--- src/logic/afsk_cfg.svh ---
// constants for the afsk keyer tone counters
`ifndef AFSK_CFG_SVH
`define AFSK_CFG_SVH
`define AFSK_ADDR_SPACE 2'h1
`define AFSK_ADDR_MARK 2'h2
`define AFSK_ADDR_SETUP 2'h3
`define AFSK_SETUP_SPACE 8'h77
`define AFSK_SETUP_MARK 8'hb7
`define AFSK_SEL_LSB 6
`define AFSK_RL_LSB 4
`define AFSK_MODE_LSB 1
`define AFSK_BCD_BIT 0
`define AFSK_MODE_SQUARE 3'h3
`define AFSK_CORE_HZ 200000000
`define AFSK_TONE_HZ 1250000
`define AFSK_TONE_DIV (`AFSK_CORE_HZ / `AFSK_TONE_HZ)
`define AFSK_SPACE_85 16'h1151
`define AFSK_SPACE_170 16'h0576
`define AFSK_SPACE_850 16'h0258
`define AFSK_MARK_85 16'h1365
`define AFSK_MARK_170 16'h0683
`define AFSK_MARK_850 16'h0397
`endif

--- src/logic/afsk_pkg.sv ---
// types shared by both ends of the afsk keyer tone counters
package afsk_pkg;
    typedef enum logic [1:0] {
        afsk_shift_85 = 2'h0,
        afsk_shift_170 = 2'h1,
        afsk_shift_850 = 2'h2
    } afsk_shift_t;
    typedef enum logic [4:0] {
        afsk_st_idle = 5'h01,
        afsk_st_setup = 5'h02,
        afsk_st_low = 5'h04,
        afsk_st_high = 5'h08,
        afsk_st_done = 5'h10
    } afsk_prog_t;
endpackage

--- src/logic/afsk_prog_if.sv ---
// parallel programming port between host and tone counters
`timescale 1ns/1ps
interface afsk_prog_if;
    logic chip_sel_n;
    logic rd_n;
    logic wr_n;
    logic timer_addr_high;
    logic timer_addr_low;
    logic [7:0] data;
    modport device (
        input chip_sel_n, rd_n, wr_n, timer_addr_high, timer_addr_low, data
    );
    modport host (
        output chip_sel_n, rd_n, wr_n, timer_addr_high, timer_addr_low, data
    );
endinterface

--- src/logic/afsk_tone_dev.sv ---
// afsk keyer: input gating, counter enable flip-flop and tone counters
`timescale 1ns/1ps
`include "afsk_cfg.svh"
// Contract
// - hold low forces processed keyer to mark
// - hold high passes keying input inverted
// - sense control high inverts, low passes
// - enable flip-flop samples keyer on tone edges
// - flop true gates space, complement gates mark
// - three counters: converter, space, mark; only space and mark are built here
// - host writes setup word at address 3
// - host loads space at 1, mark at 2
// - host sets load width to two bytes
// - host selects square wave mode 0,1,1
// - format bit picks binary or BCD
// - host writes setup 0x77 and 0xb7
// - count loads low byte then high byte
// - chip select high blocks programming only
// - counter toggles only while gate high
// - high (N+1)/2 clocks, low N/2 floor
// - space counts 1151, 576, 258 BCD
// - mark counts 1365, 683, 397 BCD
// - tone counters tick at 1.25 MHz
// - centers 500, 1000, 2000 Hz
// - hold comes from a control register bit
// - combine outputs with nand then invert
// - divide by two only when keyed or testing
module afsk_tone_dev
    import afsk_pkg::*;
(
    // clock and reset
    input wire logic core_clk,
    input wire logic rst_n,
    // programming port
    afsk_prog_if.device prog,
    // keying and control
    input wire logic keyer_data,
    input wire logic ctrl_wr,
    input wire logic [7:0] ctrl_data,
    input wire logic tx_keyed,
    // outputs
    output logic space_tone,
    output logic mark_tone,
    output logic tone_mix,
    output logic keyer_out,
    output logic space_gate,
    output logic [7:0] ctrl_reg
);
    logic [7:0] tick_cnt;
    logic tick;
    logic wr_d;
    logic wr_fall;
    logic hold_n;
    logic keyer_sense_invert;
    logic self_test;
    logic gated;
    logic sensed;
    logic mix_d;
    logic [1:0] lsb_pend;
    logic [1:0] armed;
    logic [1:0] gate;
    logic [1:0] out;
    logic [7:0] lsb_hold [2];
    logic [7:0] setup [2];
    logic [15:0] tone_period_count [2];
    logic [15:0] cur [2];

    // module serial control bus register: bit1 hold_n, bit0 sense, bit2 test
    always_ff @(posedge core_clk) begin
        if (!rst_n) begin
            ctrl_reg <= 8'h03;
        end else if (ctrl_wr) begin
            ctrl_reg <= ctrl_data;
        end
    end
    assign keyer_sense_invert = ctrl_reg[0];
    assign hold_n = ctrl_reg[1];
    assign self_test = ctrl_reg[2];

    // nand of data with hold: hold low yields constant mark
    assign gated = ~(keyer_data & hold_n);
    assign sensed = gated ^ keyer_sense_invert;

    // 1.25 MHz tick from the core clock
    always_ff @(posedge core_clk) begin
        if (!rst_n || tick) begin
            tick_cnt <= 8'h00;
        end else begin
            tick_cnt <= tick_cnt + 8'h01;
        end
    end
    assign tick = (tick_cnt == 8'(`AFSK_TONE_DIV - 1));

    always_ff @(posedge core_clk) begin
        if (!rst_n) begin
            wr_d <= 1'b1;
        end else begin
            wr_d <= prog.wr_n;
        end
    end
    // a write takes effect on the strobe's falling edge
    assign wr_fall = wr_d & ~prog.wr_n & ~prog.chip_sel_n
        & prog.rd_n;

    // counter 0 belongs to the converter and is not built here
    for (genvar i = 0; i < 2; i++) begin : g_ctr
        logic [1:0] addr;
        logic [1:0] sel_code;
        logic bcd;
        logic [15:0] dec;
        logic [15:0] next_cur;
        logic [15:0] half;
        logic [4:0] hv;
        logic hc;
        assign addr = {prog.timer_addr_high, prog.timer_addr_low};
        assign sel_code = 2'(i + 1);
        assign bcd = setup[i][`AFSK_BCD_BIT];

        // decrement, in BCD per decade when the format bit asks
        always_comb begin
            dec = cur[i] - 16'h0001;
            if (bcd) begin
                dec = cur[i];
                for (int d = 0; d < 4; d++) begin
                    if (dec[d*4 +: 4] != 4'h0) begin
                        dec[d*4 +: 4] = dec[d*4 +: 4] - 4'h1;
                        break;
                    end
                    dec[d*4 +: 4] = 4'h9;
                end
            end
        end

        always_ff @(posedge core_clk) begin
            if (!rst_n) begin
                setup[i] <= 8'h00;
                tone_period_count[i] <= 16'h0000;
                lsb_hold[i] <= 8'h00;
                lsb_pend[i] <= 1'b0;
                armed[i] <= 1'b0;
            end else if (wr_fall && addr == `AFSK_ADDR_SETUP
                    && prog.data[`AFSK_SEL_LSB +: 2] == sel_code) begin
                setup[i] <= prog.data;
                lsb_pend[i] <= 1'b0;
                armed[i] <= 1'b0;
            end else if (wr_fall && addr == sel_code) begin
                if (!lsb_pend[i]) begin
                    lsb_hold[i] <= prog.data;
                    lsb_pend[i] <= 1'b1;
                    armed[i] <= 1'b0;
                end else begin
                    tone_period_count[i] <= {prog.data, lsb_hold[i]};
                    lsb_pend[i] <= 1'b0;
                    armed[i] <= 1'b1;
                end
            end
        end

        // a binary shift would not halve a BCD count, so halve per decade
        always_comb begin
            half = tone_period_count[i] >> 1;
            hc = 1'b0;
            hv = 5'h00;
            if (bcd) begin
                for (int d = 3; d >= 0; d--) begin
                    hv = {1'b0, tone_period_count[i][d*4 +: 4]}
                        + (hc ? 5'h0a : 5'h00);
                    half[d*4 +: 4] = hv[4:1];
                    hc = hv[0];
                end
            end
        end

        // square wave: high for ceil(N/2) ticks, low for floor(N/2)
        always_comb begin
            next_cur = cur[i];
            if (cur[i] == 16'h0000 || cur[i] == 16'h0001) begin
                next_cur = tone_period_count[i];
            end else begin
                next_cur = dec;
            end
        end

        always_ff @(posedge core_clk) begin
            if (!rst_n) begin
                cur[i] <= 16'h0000;
                out[i] <= 1'b1;
            end else if (!armed[i] || !gate[i]) begin
                cur[i] <= 16'h0000;
                out[i] <= 1'b1;
            end else if (tick) begin
                cur[i] <= next_cur;
                if (cur[i] == 16'h0000 || cur[i] == 16'h0001) begin
                    out[i] <= 1'b1;
                end else if (out[i] && dec == half) begin
                    out[i] <= 1'b0;
                end
            end
        end
    end

    assign tone_mix = ~(~(out[0] & out[1]));
    assign space_tone = out[0];
    assign mark_tone = out[1];

    // enable flop clocked by the combined tone's rising edge
    always_ff @(posedge core_clk) begin
        if (!rst_n) begin
            mix_d <= 1'b1;
            space_gate <= 1'b0;
        end else begin
            mix_d <= tone_mix;
            // idle counters rest high, so follow sense directly while both counters sit idle
            if ((tone_mix && !mix_d) || (gate == 2'b00)
                    || (!armed[0] && !armed[1])
                    || (out == 2'b11 && cur[0] == 16'h0000
                        && cur[1] == 16'h0000)) begin
                space_gate <= sensed;
            end
        end
    end
    assign gate = {~space_gate, space_gate};

    // output divide by two, held reset unless keyed or self test
    always_ff @(posedge core_clk) begin
        if (!rst_n || !(tx_keyed || self_test)) begin
            keyer_out <= 1'b0;
        end else if (tone_mix && !mix_d) begin
            keyer_out <= ~keyer_out;
        end
    end
endmodule

--- src/flat_wrapper.sv ---
// flat-port wrapper written by rule: the top's interface ports become plain ports
module afsk_tone_dev_flat import afsk_pkg::*;
  (core_clk, rst_n, keyer_data, ctrl_wr, ctrl_data, tx_keyed, space_tone, mark_tone, tone_mix, keyer_out, space_gate, ctrl_reg, prog_chip_sel_n, prog_rd_n, prog_wr_n, prog_timer_addr_high, prog_timer_addr_low, prog_data);
  afsk_prog_if prog_i ();
  input wire logic core_clk;
  input wire logic rst_n;
  input wire logic keyer_data;
  input wire logic ctrl_wr;
  input wire logic [7:0] ctrl_data;
  input wire logic tx_keyed;
  output logic space_tone;
  output logic mark_tone;
  output logic tone_mix;
  output logic keyer_out;
  output logic space_gate;
  output logic [7:0] ctrl_reg;
  input wire logic [$bits(prog_i.chip_sel_n)-1:0] prog_chip_sel_n;
  input wire logic [$bits(prog_i.rd_n)-1:0] prog_rd_n;
  input wire logic [$bits(prog_i.wr_n)-1:0] prog_wr_n;
  input wire logic [$bits(prog_i.timer_addr_high)-1:0] prog_timer_addr_high;
  input wire logic [$bits(prog_i.timer_addr_low)-1:0] prog_timer_addr_low;
  input wire logic [$bits(prog_i.data)-1:0] prog_data;
  assign prog_i.chip_sel_n = prog_chip_sel_n;
  assign prog_i.rd_n = prog_rd_n;
  assign prog_i.wr_n = prog_wr_n;
  assign prog_i.timer_addr_high = prog_timer_addr_high;
  assign prog_i.timer_addr_low = prog_timer_addr_low;
  assign prog_i.data = prog_data;
  afsk_tone_dev u_core (.core_clk(core_clk), .rst_n(rst_n), .prog(prog_i), .keyer_data(keyer_data), .ctrl_wr(ctrl_wr), .ctrl_data(ctrl_data), .tx_keyed(tx_keyed), .space_tone(space_tone), .mark_tone(mark_tone), .tone_mix(tone_mix), .keyer_out(keyer_out), .space_gate(space_gate), .ctrl_reg(ctrl_reg));
endmodule
--- config.mk ---
export PLATFORM = sky130hd
export DESIGN_NAME = afsk_tone_dev_flat
export DESIGN_NICKNAME = d
export VERILOG_FILES = /design/src/logic/afsk_pkg.sv /design/src/logic/afsk_prog_if.sv /design/src/logic/afsk_tone_dev.sv /design/src/flat_wrapper.sv
export VERILOG_INCLUDE_DIRS = /design/src /design/src/logic
export SDC_FILE = /design/constraint.sdc
export NUM_CORES = 1
export LEC_CHECK = 0
export ABC_AREA = 1
export BUFFER_PORTS_ARGS = -buffer_cell sky130_fd_sc_hd__buf_2
export CAP_MARGIN = 25
export CORE_MARGIN = 2
export CORE_UTILIZATION = 46
export DETAILED_ROUTE_END_ITERATION = 10
export PLACE_DENSITY = 0.73
export SLEW_MARGIN = 20
export SYNTH_ARGS = -nofsm -noshare
export SYNTH_HDL_FRONTEND = slang
export SYNTH_SLANG_ARGS = --single-unit
--- constraint.sdc ---
create_clock -name core_clk -period 2.7 [get_ports core_clk]
set_input_delay 0.135 -clock core_clk [delete_from_list [all_inputs] [get_ports core_clk]]
set_output_delay 0.135 -clock core_clk [all_outputs]
set_load 0.02 [all_outputs]
==> results of run 1 <==
[metrics by stage]
step | total power [mW] | setup slack (ps) | std cells | utilization, %
floorplan | 2.04 | 770 | 1007 | -
global placement | 2.12 | 491 | 1249 | 50.2
detailed placement | 2.13 | 446 | 1249 | 50.2
CTS | 3.50 | 431 | 1268 | 52.4
global route | 3.59 | 177 | 1268 | 52.4
finish | 3.48 | 414 | 1268 | 52.4
[tightest hold or removal path, delay by kind of cell]
family	cells	cell delay [ps]
buf+inv	1	70
simple gates	2	110
[per-layer routing]
metal  up-vias  routed length (µm)
met5         -                   0
met4         0                 207
met3        17                1130
met2       225                7620
met1      2848                7980
li1       3369                   -
[report_power, final]
part / internal (mW) / leakage (nW) / total [mW] / switching [mW]
Sequential: 1.81 / 1.13 / 1.84 / 0.0306
Combinational: 0.0900 / 2.70 / 0.251 / 0.161
Clock: 0.744 / 0.155 / 1.39 / 0.644
Total: 2.65 / 3.98 / 3.48 / 0.835
[Yosys cell counts (9+ instances only)]
library cell / count / area [µm²]
clkbuf_1: 9 / 33.8
o21ai_0: 61 / 305
dfxtp_1: 26 / 521
nor3_1: 12 / 60.1
a21oi_1: 44 / 220
nand2_1: 275 / 1030
edfxtp_1: 82 / 2460
nor2_1: 144 / 541
inv_1: 131 / 492
nand3b_1: 13 / 97.6
ha_1: 27 / 338
nand3_1: 108 / 541
[worst min path at each step]
stage | slack (ps) | cells after the start | to | from
2_1_floorplan | 240 | 1 | u_core.wr_d | prog_wr_n
3_3_place_gp | 350 | 2 | u_core.wr_d | prog_wr_n
3_5_place_dp | 350 | 2 | u_core.wr_d | prog_wr_n
5_1_grt | 10 | 3 | u_core.ctrl_reg[2] | ctrl_data[2]
4_1_cts | 2 | 3 | u_core.ctrl_reg[2] | ctrl_data[2]
6_report | 20 | 3 | u_core.ctrl_reg[2] | ctrl_data[2]
[cells by family (layout without fill, tap and decap cells)]
group / after synthesis / count (layout)
AOI/OAI and AO/OA: 120 / 120
xor gates and xnor gates: 7 / 7
adders and majority gates: 27 / 27
buffers and inverters: 159 / 209
DFF: 108 / 108
and+or+nand+nor: 586 / 586
[repair_timing]
item | 4_1_cts | 5_1_grt
setup endpoints to repair | 0 | 0
hold endpoints to repair | 3 | 0
hold buffers | 3 | 0
[area by class of cell]
type | count | area, µm²
Multi-Input combinational cell | 740 | 3600
Sequential cell | 108 | 2980
Clock inverter | 7 | 88.8
Fill cell | 1442 | 7260
Timing Repair Buffer | 55 | 325
Clock buffer | 9 | 225
Tap cell | 211 | 264
Inverter | 138 | 518
==> metrics.md, run 1 <==
| Metric | Value |
|---|---|
| Cell class contributing the biggest share of worst-path delay | simple AND/OR/NAND/NOR gates |
| Total CTS buffers | 9 |
| Post-Synthesis Cells | 1007 |
| Final antenna-violating net count | 0 |
| HPWL after DPL | about 13 mm |
| Largest registers ranked by flip-flop count | u_core.cur x32, u_core.tone_period_count x32, u_core.lsb_hold x16 |
| Post-route standard cell area excluding fillers | roughly 0.008 mm² |
| Type of the worst setup path | reg2reg |
| Placed cell areas | 0.00766 mm² |
| Worst clock skew | just over 7 ps |
| Synthesized flop and latch total | 108 |
| Sequential area share after synthesis | 41.4% |
| Cell area after technology mapping | a little over 0.007 mm² |
| Post-CTS Setup Inserts | 0 |
| Total stage count of the critical path | 7 |
| Combined buffer and inverter count along the critical path | 2 |
| Total global routing overflow | 0 |
| Placer Congestion | 0.908 |
| Accumulated negative setup slack | 0 ps |
| Worst EP required | between 2000 and 3000 ps |
| Synth Net Count | approximately 1100 |
| Register clock-pin slew on the reported worst setup and hold paths | approximately 80 ps |
| Number of endpoints with negative hold slack in the final report | 0 |
| Port buffer count | 38 |
| Main combinational cell family by area after synthesis | simple AND/OR/NAND/NOR gates |
| Global routing's busiest layer | met2 |
| Number of clock sinks | 108 |
| Adder and majority gate portion of the synthesized area | 4.68% |
| Htree depth | 3 |
| Cell at the slowest stage of the critical path | edfxtp_1 |
| Max-cap violations | 0 |
| Leading cell types in the layout, fill and taps excluded | 275 x nand2_1, 144 x nor2_1, 131 x inv_1, 108 x nand3_1, 82 x edfxtp_1 |
| Area added between synthesis and finish | 10.9% |
| Standard-cell row count | between 40 and 50 |
| Largest fanout on the critical path | 27 |
| Commonest non-fill, non-tap cell in the layout | nand2_1 |
| Type of the worst min-delay path | in2reg |
| Worst r2r src | u_core.cur[1][12] |
| Arrival time at the worst endpoint | around 2400 ps |
| ANT cells | 0 |
| Power per Cell Area | 435 mW/mm² |
| Parity-gate share of the synthesized area counting xor and xnor cells | less than 1% |
| Number of setup violations in the final report | 0 |
| Worst Tran Pin Value | around 670 ps |
| Height of the die | roughly 130 µm |
| Cell leakage power | roughly 4 nW |
| Startpoint type of the worst setup path | flip-flop |
| Via count of the first global-routing pass | between 5000 and 6000 |
| Number of warnings issued by yosys | 0 |
| Die X | roughly 130 µm |
| Worst Reg2Reg Path Length in Cells | 7 |
| Worst setup path endpoint | u_core.cur[1][10] |
| Mux share of post-synthesis cell area | 0% |
| Ports | 39 |
| Initial core utilization | 47.3% |
| GR met1 Demand/Resource | 29.5% |
| Run status | completed |
| CTS Buffer Depth | 2 |
| # DRC | 0 |
| RSZ-0062 raised after global routing | false |
| Wire length of the first global-routing pass | 27.7 mm |
| Crit path capture type | flip-flop |
| Floorplan die area | 0.0167 mm² |
| Compound-cell area share of the yosys netlist | just under 9% |
| Drt wl/cell | 13.4 µm |
| Number of pins with negative max-slew slack in the final report | 0 |
| Number of synthesized flops with an enable pin | 82 |
| Register-to-register setup slack | ~410 ps |
| Final routed wirelength across all metal layers | ~17 mm |
| Most used flip-flop cell after synthesis | edfxtp_1 |
| Fraction of registers with async set or reset after synthesis | 0% |
| Max Clock Freq | ~440 MHz |
| Vias per std cell | ~5.1 |
| Maximum number of pins on one net before global-route repair | 28 |
| Ordered cell list for the critical path | inv_1 -> ha_1 -> nand2_1 -> nor4_4 -> inv_2 -> o21ai_0 -> a31oi_1 |
| Resize count post-CTS | 0 |
| Initial DRC count | between 500 and 600 |
| Final net count | between 1000 and 1500 |
| Launching instance or port of the critical path | u_core.cur[1][12] |
| Met2 Track Usage GR | approximately 34% |
| Fraction of layout cells with a size suffix above 1 | 9.56% |
| CTS Root Buffer Type | clkbuf_16 |
| Clock insertion delay at the later pin of the skew report | around 340 ps |
| GR Util met3 | under 10% |
| Maximum VDD drop | roughly 0.33 mV |
| Hold Slack | about 15 ps |
| Placeable core area | roughly 0.015 mm² |
| Via total after detailed routing | approximately 6500 |
| Number of antenna violations at the first check in global routing | 0 |
| GR Util All Layers | 20.9% |
| Clock tree from TritonCTS | built |
| Fraction of the mapped netlist area in simple logic gates | 35.6% |
| Shortest period the worst path allows | about 2300 ps |
| Pre-Repair DR Iteration Count | 5 |
| Average cell area after synthesis | around 7.2 µm² |
| Fraction of the cycle the final worst path needs | 84.7% |
| Max-slew headroom | between 50% and 60% |
| Endpoint of the worst-slack reg-to-reg timing path | u_core.cur[1][10] |
| Crit-path max cell delay | between 400 and 500 ps |
| Distinct cell type count after synthesis | 35 |
Power figures use the tool's default switching activity.
==> run 2: changes to the inputs <==
- ABC_AREA: 1 -> 0
- PLACE_DENSITY: 0.73 -> 0.75
- clock period: 2.7 -> 1.9 ns (I/O delays scaled with it)
==> metrics.md, run 2 <==
| Metric | Value |
|---|---|
| Max-slew headroom | 66.3% (+11 points) |
| Maximum VDD drop | 0.456 mV (+37%) |
| Number of cells on the worst hold path | 3 (unchanged) |
| Clock tree from TritonCTS | built |
| Final net count | 1052 (-4.8%) |
| Cell total after placement | 1137 (-9.0%) |
| Worst clock skew | 13.8 ps (+6.64 ps) |
| Power per Cell Area | 487 mW/mm² (+12%) |
| Top cell type's share of synthesized area | 34.9% (+0.74 points) |
| Parity-gate share of the synthesized area counting xor and xnor cells | 7.80% (+6.9 points) |
| Cell area after technology mapping | 0.00706 mm² (-2.1%) |
| Run status | finished, violations left |
| Ports | 39 (unchanged) |
| Main combinational cell family by area after synthesis | simple AND/OR/NAND/NOR gates |
| CTS Root Buffer Type | clkbuf_16 |
| Post-Synthesis Cells | 727 (-28%) |
| Commonest non-fill, non-tap cell in the layout | buf_4 |
| Crit path capture type | flip-flop |
| Fraction of registers with async set or reset after synthesis | 0% (unchanged) |
| Hold Slack | -2.33 ps (-17.7 ps) |
| Most area-hungry cell type in the Yosys netlist | edfxtp_1 |
| Fraction of the cycle the final worst path needs | 132% (+48 points) |
| Worst Reg2Reg Path Length in Cells | 7 (unchanged) |
| Placeable core area | 0.0151 mm² (-1.1%) |
| Worst Tran Pin Value | 501 ps (-173 ps) |
| Worst r2r src | u_core.cur[0][8] |
| Worst EP required | 2140 ps (-630 ps) |
| Final routed wirelength across all metal layers | 24.1 mm (+43%) |
| Crit-path max cell delay | 570 ps (+100 ps) |
| Initial DRC count | 802 (+46%) |
| Combined buffer and inverter count along the critical path | 0 (-2) |
| Ordered cell list for the critical path | or4_4 -> or4_4 -> o21ai_1 -> o211a_1 -> nand3_2 -> nor4_2 -> a21oi_1 |
| Floorplan die area | 0.0164 mm² (-2.1%) |
| Max-cap violations | 0 (unchanged) |
| Synth Net Count | 780 (-26%) |
| Largest registers ranked by flip-flop count | u_core.cur x32, u_core.tone_period_count x32, u_core.lsb_hold x16 |
| Synthesized flop and latch total | 108 (unchanged) |
| CTS Buffer Depth | 2 (unchanged) |
| HPWL after DPL | 15.6 mm (+21%) |
| Distinct cell type count after synthesis | 69 (+97%) |
| # DRC | 0 (unchanged) |
| Total global routing overflow | 0 (unchanged) |
| RSZ-0062 raised after global routing | true |
| Number of pins with negative max-slew slack in the final report | 0 (unchanged) |
| Via total after detailed routing | 7219 (+12%) |
| Final antenna-violating net count | 0 (unchanged) |
| Endpoint of the worst-slack reg-to-reg timing path | u_core.space_tone |
| Adder and majority gate portion of the synthesized area | 4.79% (+0.10 points) |
| Synth top area cells | edfxtp_1 35%, dfxtp_1 7.4%, ha_1 4.8%, xnor2_1 4.2%, and2_1 4.2% |
| Library cell appearing most often on the critical path | or4_4 |
| Htree depth | 3 (unchanged) |
| Number of synthesized flops with an enable pin | 82 (unchanged) |
| Vias per std cell | 6.06 (+19%) |
| Final total power | 5.11 mW (+47%) |
| ANT cells | 0 (unchanged) |
| Shortest period the worst path allows | 2520 ps (+230 ps) |
| Cell at the slowest stage of the critical path | or4_4 |
| Compound-cell area share of the yosys netlist | 14.8% (+6.0 points) |
| Hold endpoint | u_core.ctrl_reg[2] |
| Area added between synthesis and finish | 48.7% |
| Maximum number of pins on one net before global-route repair | 22 (-21%) |
| Height of the die | 128 µm (-1.0%) |
| Type of the worst min-delay path | in2reg |
| Average cell area after synthesis | 9.71 µm² (+36%) |
| Number of clock sinks | 108 (unchanged) |
| Startpoint type of the worst setup path | flip-flop |
| Port buffer count | 38 (unchanged) |
| Number of setup violations in the final report | 35 (+35) |
| Initial core utilization | 46.8% (-0.49 points) |
| Mux share of post-synthesis cell area | 3.90% (+3.9 points) |
| Leading cell types in the layout, fill and taps excluded | 227 x buf_4, 82 x edfxtp_1, 53 x nand2_1, 51 x nor2_1, 46 x and2_1 |
| GR Util All Layers | 28.6% (+7.6 points) |
| Drt wl/cell | 20.3 µm (+52%) |
| Arrival time at the worst endpoint | 2750 ps (+390 ps) |
| Number of antenna violations at the first check in global routing | 0 (unchanged) |
| Register-to-register setup slack | -620 ps (-1030 ps) |
| Cell class contributing the biggest share of worst-path delay | simple AND/OR/NAND/NOR gates |
| Clock insertion delay at the later pin of the skew report | 360 ps (+20 ps) |
| Max Clock Freq | 397 MHz (-9.1%) |
| Number of endpoints with negative hold slack in the final report | 1 (+1) |
| Standard-cell row count | 45 (unchanged) |
| Register clock-pin slew on the reported worst setup and hold paths | 90 ps (about the same) |
| Most used flip-flop cell after synthesis | edfxtp_1 |
| Launching instance or port of the critical path | u_core.cur[0][8] |
| Total CTS buffers | 9 (unchanged) |
| Final WS setup | -616 ps (-1030 ps) |
| Filler-free cell count of the finished design | 1192 (-6.0%) |
| Worst hold path startpoint | ctrl_data[2] |
| Fraction of the mapped netlist area in simple logic gates | 23.3% (-12 points) |
| Total stage count of the critical path | 7 (unchanged) |
| Die X | 128 µm (-1.0%) |
| Largest fanout on the critical path | 2 (-93%) |
| Cell leakage power | 4.58 nW (+15%) |
| Placer Congestion | 0.955 (+5.1%) |
| Type of the worst setup path | reg2reg |
| Fraction of layout cells with a size suffix above 1 | 44.6% (+35 points) |
| Top-count cell post-synth | edfxtp_1 |
| Pre-Repair DR Iteration Count | 7 (+2) |
| Failing checks | hold timing, setup timing |
| Via count of the first global-routing pass | 7123 (+25%) |
| Wire length of the first global-routing pass | 36.7 mm (+33%) |
| Sequential area share after synthesis | 42.3% (+0.90 points) |
| Top cells by instance count after synthesis | 82 x edfxtp_1, 70 x nor2_1, 54 x nand2_1, 47 x and2_1, 36 x a21oi_1 |
| Number of warnings issued by yosys | 0 (unchanged) |
[run 2: cell count changes after synthesis, moves of 23 or more]
cell / delta
and2_1: +47
inv_1: -115
mux2i_1: +23
nand2_1: -221
nand3_1: -87
nor2_1: -74
o21ai_0: -37
xnor2_1: +32
[run 2: repair_timing]
action                                  CTS  global route
hold endpoints to repair                  5             0
pin swaps                                32            15
gates cloned                              4             1
resized for setup                       107            43
buffers inserted                         23             6
hold buffers                              5             0
endpoints found under the setup margin   82           119
[run 2: kinds of logic after synthesis]
group | after synthesis
flip-flops | 108
XOR/XNOR | 55
AND/OR/NAND/NOR | 299
buffers and inverters | 56
adder cells (fa/ha/maj) | 27
multiplexers | 27
AO/OA/AOI/OAI | 155
[run 2: where the power goes]
group          total (mW)  leakage, nW  switching [mW]  internal [mW]
clock                1.95        0.150            1.01          0.942
combinational       0.546         3.30           0.286          0.260
sequential           2.61         1.13          0.0386           2.57
[run 2: metrics by stage]
step                      setup slack, ps  cell area [µm²]  setup TNS (ps)  utilization, %
after floorplan                      -574             7260           -6770               -
after global placement               -668             9200          -15250            61.0
after detailed placement             -666             9200          -17470            61.0
after CTS                            -486            10200           -9130            67.8
after global routing                 -682            10500          -13980            69.6
final                                -616            10500          -12160            69.6
[run 2: final cells by class]
class | instances | area (µm²)
timing repair buffer | 298 | 2320
multi-input combinational | 566 | 4590
tap | 188 | 235
fill | 1003 | 4590
inverter | 16 | 66.3
clock buffer | 9 | 225
sequential | 108 | 2990
clock inverter | 7 | 75.1
[run 2: worst max-delay path by stage]
| stage | to | slack (ps) |
|---|---|---|
| finish | u_core.space_tone | -620 |
| global route | u_core.mark_tone | -680 |
| CTS | u_core.mark_tone | -490 |
| detailed placement | u_core.mark_tone | -670 |
| global placement | u_core.mark_tone | -670 |
| floorplan | u_core.mark_tone | -570 |
[run 2: tightest hold or removal path, cell delays in order]
cell     delay, ps
buf_2           70
mux2i_1         60
nor2b_1         90
[run 2: metal layers]
metal / routed length [µm] / GRT usage (%) / vias to the layer above
li1: - / - / 3240
met1: 9340 / 37.1 / 3388
met2: 11300 / 47.6 / 460
met3: 2200 / 3.67 / 131
met4: 1260 / 13.4 / 0
met5: 0 / 0 / -
==> run 3: changes to the inputs <==
- SETUP_SLACK_MARGIN: unset -> 0.1
==> metrics.md, run 3 (synthesized netlist as in run 2, its figures left out) <==
| Metric | Value |
|---|---|
| Final routed wirelength across all metal layers | 27.6 mm (+14%) |
| Hold Slack | 9.13 ps (+11.5 ps) |
| Worst EP required | 2120 ps (-20 ps) |
| Cell total after placement | 1131 (-0.53%) |
| Fillers | 859 (-14%) |
| Max Clock Freq | 362 MHz (-9.0%) |
| Cell leakage power | 4.72 nW (+3.0%) |
| Leading cell types in the layout, fill and taps excluded | 211 x buf_4, 82 x edfxtp_1, 47 x and2_1, 45 x nand2_1, 44 x nor2_1 |
| Standard-cell row count | 45 (unchanged) |
| Final total power | 5.12 mW (+0.17%) |
| CTS Root Buffer Type | clkbuf_16 |
| Total CTS buffers | 9 (unchanged) |
| Power per Cell Area | 467 mW/mm² (-4.0%) |
| Register-to-register setup slack | -860 ps (-250 ps) |
| Clock tree from TritonCTS | built |
| Wire length of the first global-routing pass | 39.3 mm (+7.0%) |
| Number of antenna violations at the first check in global routing | 0 (unchanged) |
| Global routing's busiest layer | met2 |
| RSZ-0062 raised after global routing | true |
| Filler-free cell count of the finished design | 1196 (+0.34%) |
| Placeable core area | 0.0151 mm² (unchanged) |
| Startpoint type of the worst setup path | flip-flop |
| Clock insertion delay at the later pin of the skew report | 360 ps (about the same) |
| Initial core utilization | 46.8% (unchanged) |
| Fraction of the cycle the final worst path needs | 145% (+13 points) |
| Number of pins with negative max-slew slack in the final report | 0 (unchanged) |
| Max-cap violations | 0 (unchanged) |
| Maximum VDD drop | 0.593 mV (+30%) |
| Max-slew headroom | 57.7% (-8.6 points) |
| Final net count | 1056 (+0.38%) |
| Pre-CTS setup slack | -668 ps (-2.25 ps) |
| CTS Buffer Depth | 2 (unchanged) |
| Run status | finished, violations left |
| Shortest period the worst path allows | 2760 ps (+248 ps) |
| Accumulated negative setup slack | -15440 ps (-3280 ps) |
| Type of the worst setup path | reg2reg |
| Largest registers ranked by flip-flop count | u_core.cur x32, u_core.tone_period_count x32, u_core.lsb_hold x16 |
| Placed cell areas | 0.00919 mm² (-0.20%) |
| Register clock-pin slew on the reported worst setup and hold paths | 80 ps (about the same) |
| Via total after detailed routing | 7687 (+6.5%) |
| GR met1 Demand/Resource | 39.1% (+2.0 points) |
| Maximum number of pins on one net before global-route repair | 24 (+9.1%) |
| Number of setup violations in the final report | 43 (+23%) |
| Met2 Track Usage GR | 51.2% (+3.6 points) |
| Initial DRC count | 1143 (+43%) |
| Port buffer count | 38 (unchanged) |
| GR Util All Layers | 30.9% (+2.3 points) |
| Final antenna-violating net count | 0 (unchanged) |
| Arrival time at the worst endpoint | 2980 ps (+230 ps) |
| # DRC | 0 (unchanged) |
| ANT cells | 0 (unchanged) |
| Floorplan die area | 0.0164 mm² (unchanged) |
| Commonest non-fill, non-tap cell in the layout | buf_4 |
| GR Util met3 | 6.18% (+2.5 points) |
| Number of endpoints with negative hold slack in the final report | 0 (-1) |
| Largest fanout on the critical path | 3 (+1) |
| Vias per std cell | 6.43 (+6.1%) |
| HPWL after DPL | 16.1 mm (+2.9%) |
| Ports | 39 (unchanged) |
| Post-route standard cell area excluding fillers | 0.0110 mm² (+4.4%) |
| Area added between synthesis and finish | 55.3% |
| Worst Tran Pin Value | 626 ps (+125 ps) |
| Crit path capture type | flip-flop |
| Worst clock skew | 15.4 ps (+1.62 ps) |
| Failing checks | setup timing |
| Type of the worst min-delay path | in2reg |
| Placer Congestion | 1.03 (+7.5%) |
| Drt wl/cell | 23.1 µm (+14%) |
| Total global routing overflow | 0 (unchanged) |
| Number of clock sinks | 108 (unchanged) |
| Height of the die | 128 µm (unchanged) |
| Die X | 128 µm (unchanged) |
| Fraction of layout cells with a size suffix above 1 | 48.4% (+3.8 points) |
| Via count of the first global-routing pass | 7358 (+3.3%) |
| Htree depth | 3 (unchanged) |
| Final WS setup | -864 ps (-248 ps) |
| Pre-Repair DR Iteration Count | 10 (+3) |
| Post-Route Utilization | 72.6% (+3.1 points) |
==> run 3: cell count changes in the layout (fill, tap and decap cells not counted), moves of 5 or more <==
cell      previous run  this run
nor2_4               8        21
buf_8                0         7
nor2_2              12         6
buf_4              227       211
nor2_1              51        44
a211oi_2             9        15
a21oi_1             33        28
a211oi_1            11         5
nand2_1             53        45
buf_6               22        34
==> run 3: path summary, 6_finish.rpt <==
| check | start | end | cells past startpoint |
|---|---|---|---|
| setup / recovery | u_core.cur[1][8] | u_core.mark_tone | 6 |
| hold / removal | ctrl_data[5] | u_core.ctrl_reg[5] | 3 |
| setup reg to reg | u_core.cur[1][8] | u_core.mark_tone | 6 |
| hold reg to reg | u_core.lsb_pend[1] | u_core.lsb_pend[1] | 2 |
==> run 3: final cells by class <==
cell class	instances	area, µm²	share of cell area, %
clock buffers	10	229	2.09
clock inverters	6	56.3	0.514
inverters	16	62.6	0.571
multi-input cells	564	4860	44.3
flip-flops and latches	108	2990	27.2
well taps	188	235	2.15
repair buffers	304	2530	23.1
==> run 3: worst max-delay path, cell delays in order (launching register included) <==
cell,delay (ps)
edfxtp_1,490
or4_4,610
or4_4,580
xnor2_1,210
nor2_1,130
a2111oi_4,450
a21oi_1,160
==> run 3: metal layers <==
metal	wire length [µm]	part of all wire [%]
met1	9900	36
met2	12600	46
met3	3200	12
met4	1890	6.8
met5	0	0
==> run 3: where the power goes <==
| group | total, mW | internal, mW | switching, mW |
|---|---|---|---|
| sequential | 2.62 | 2.57 | 0.0425 |
| combinational | 0.607 | 0.284 | 0.323 |
| clock | 1.90 | 0.925 | 0.971 |
==> run 3: timing repair <==
item,4_1_cts,5_1_grt
pin swaps,50,38
buffers inserted,33,12
cloned,5,0
setup endpoints to repair,90,127
hold buffers,3,0
resized for setup,157,81
endpoints found under the hold margin,3,0
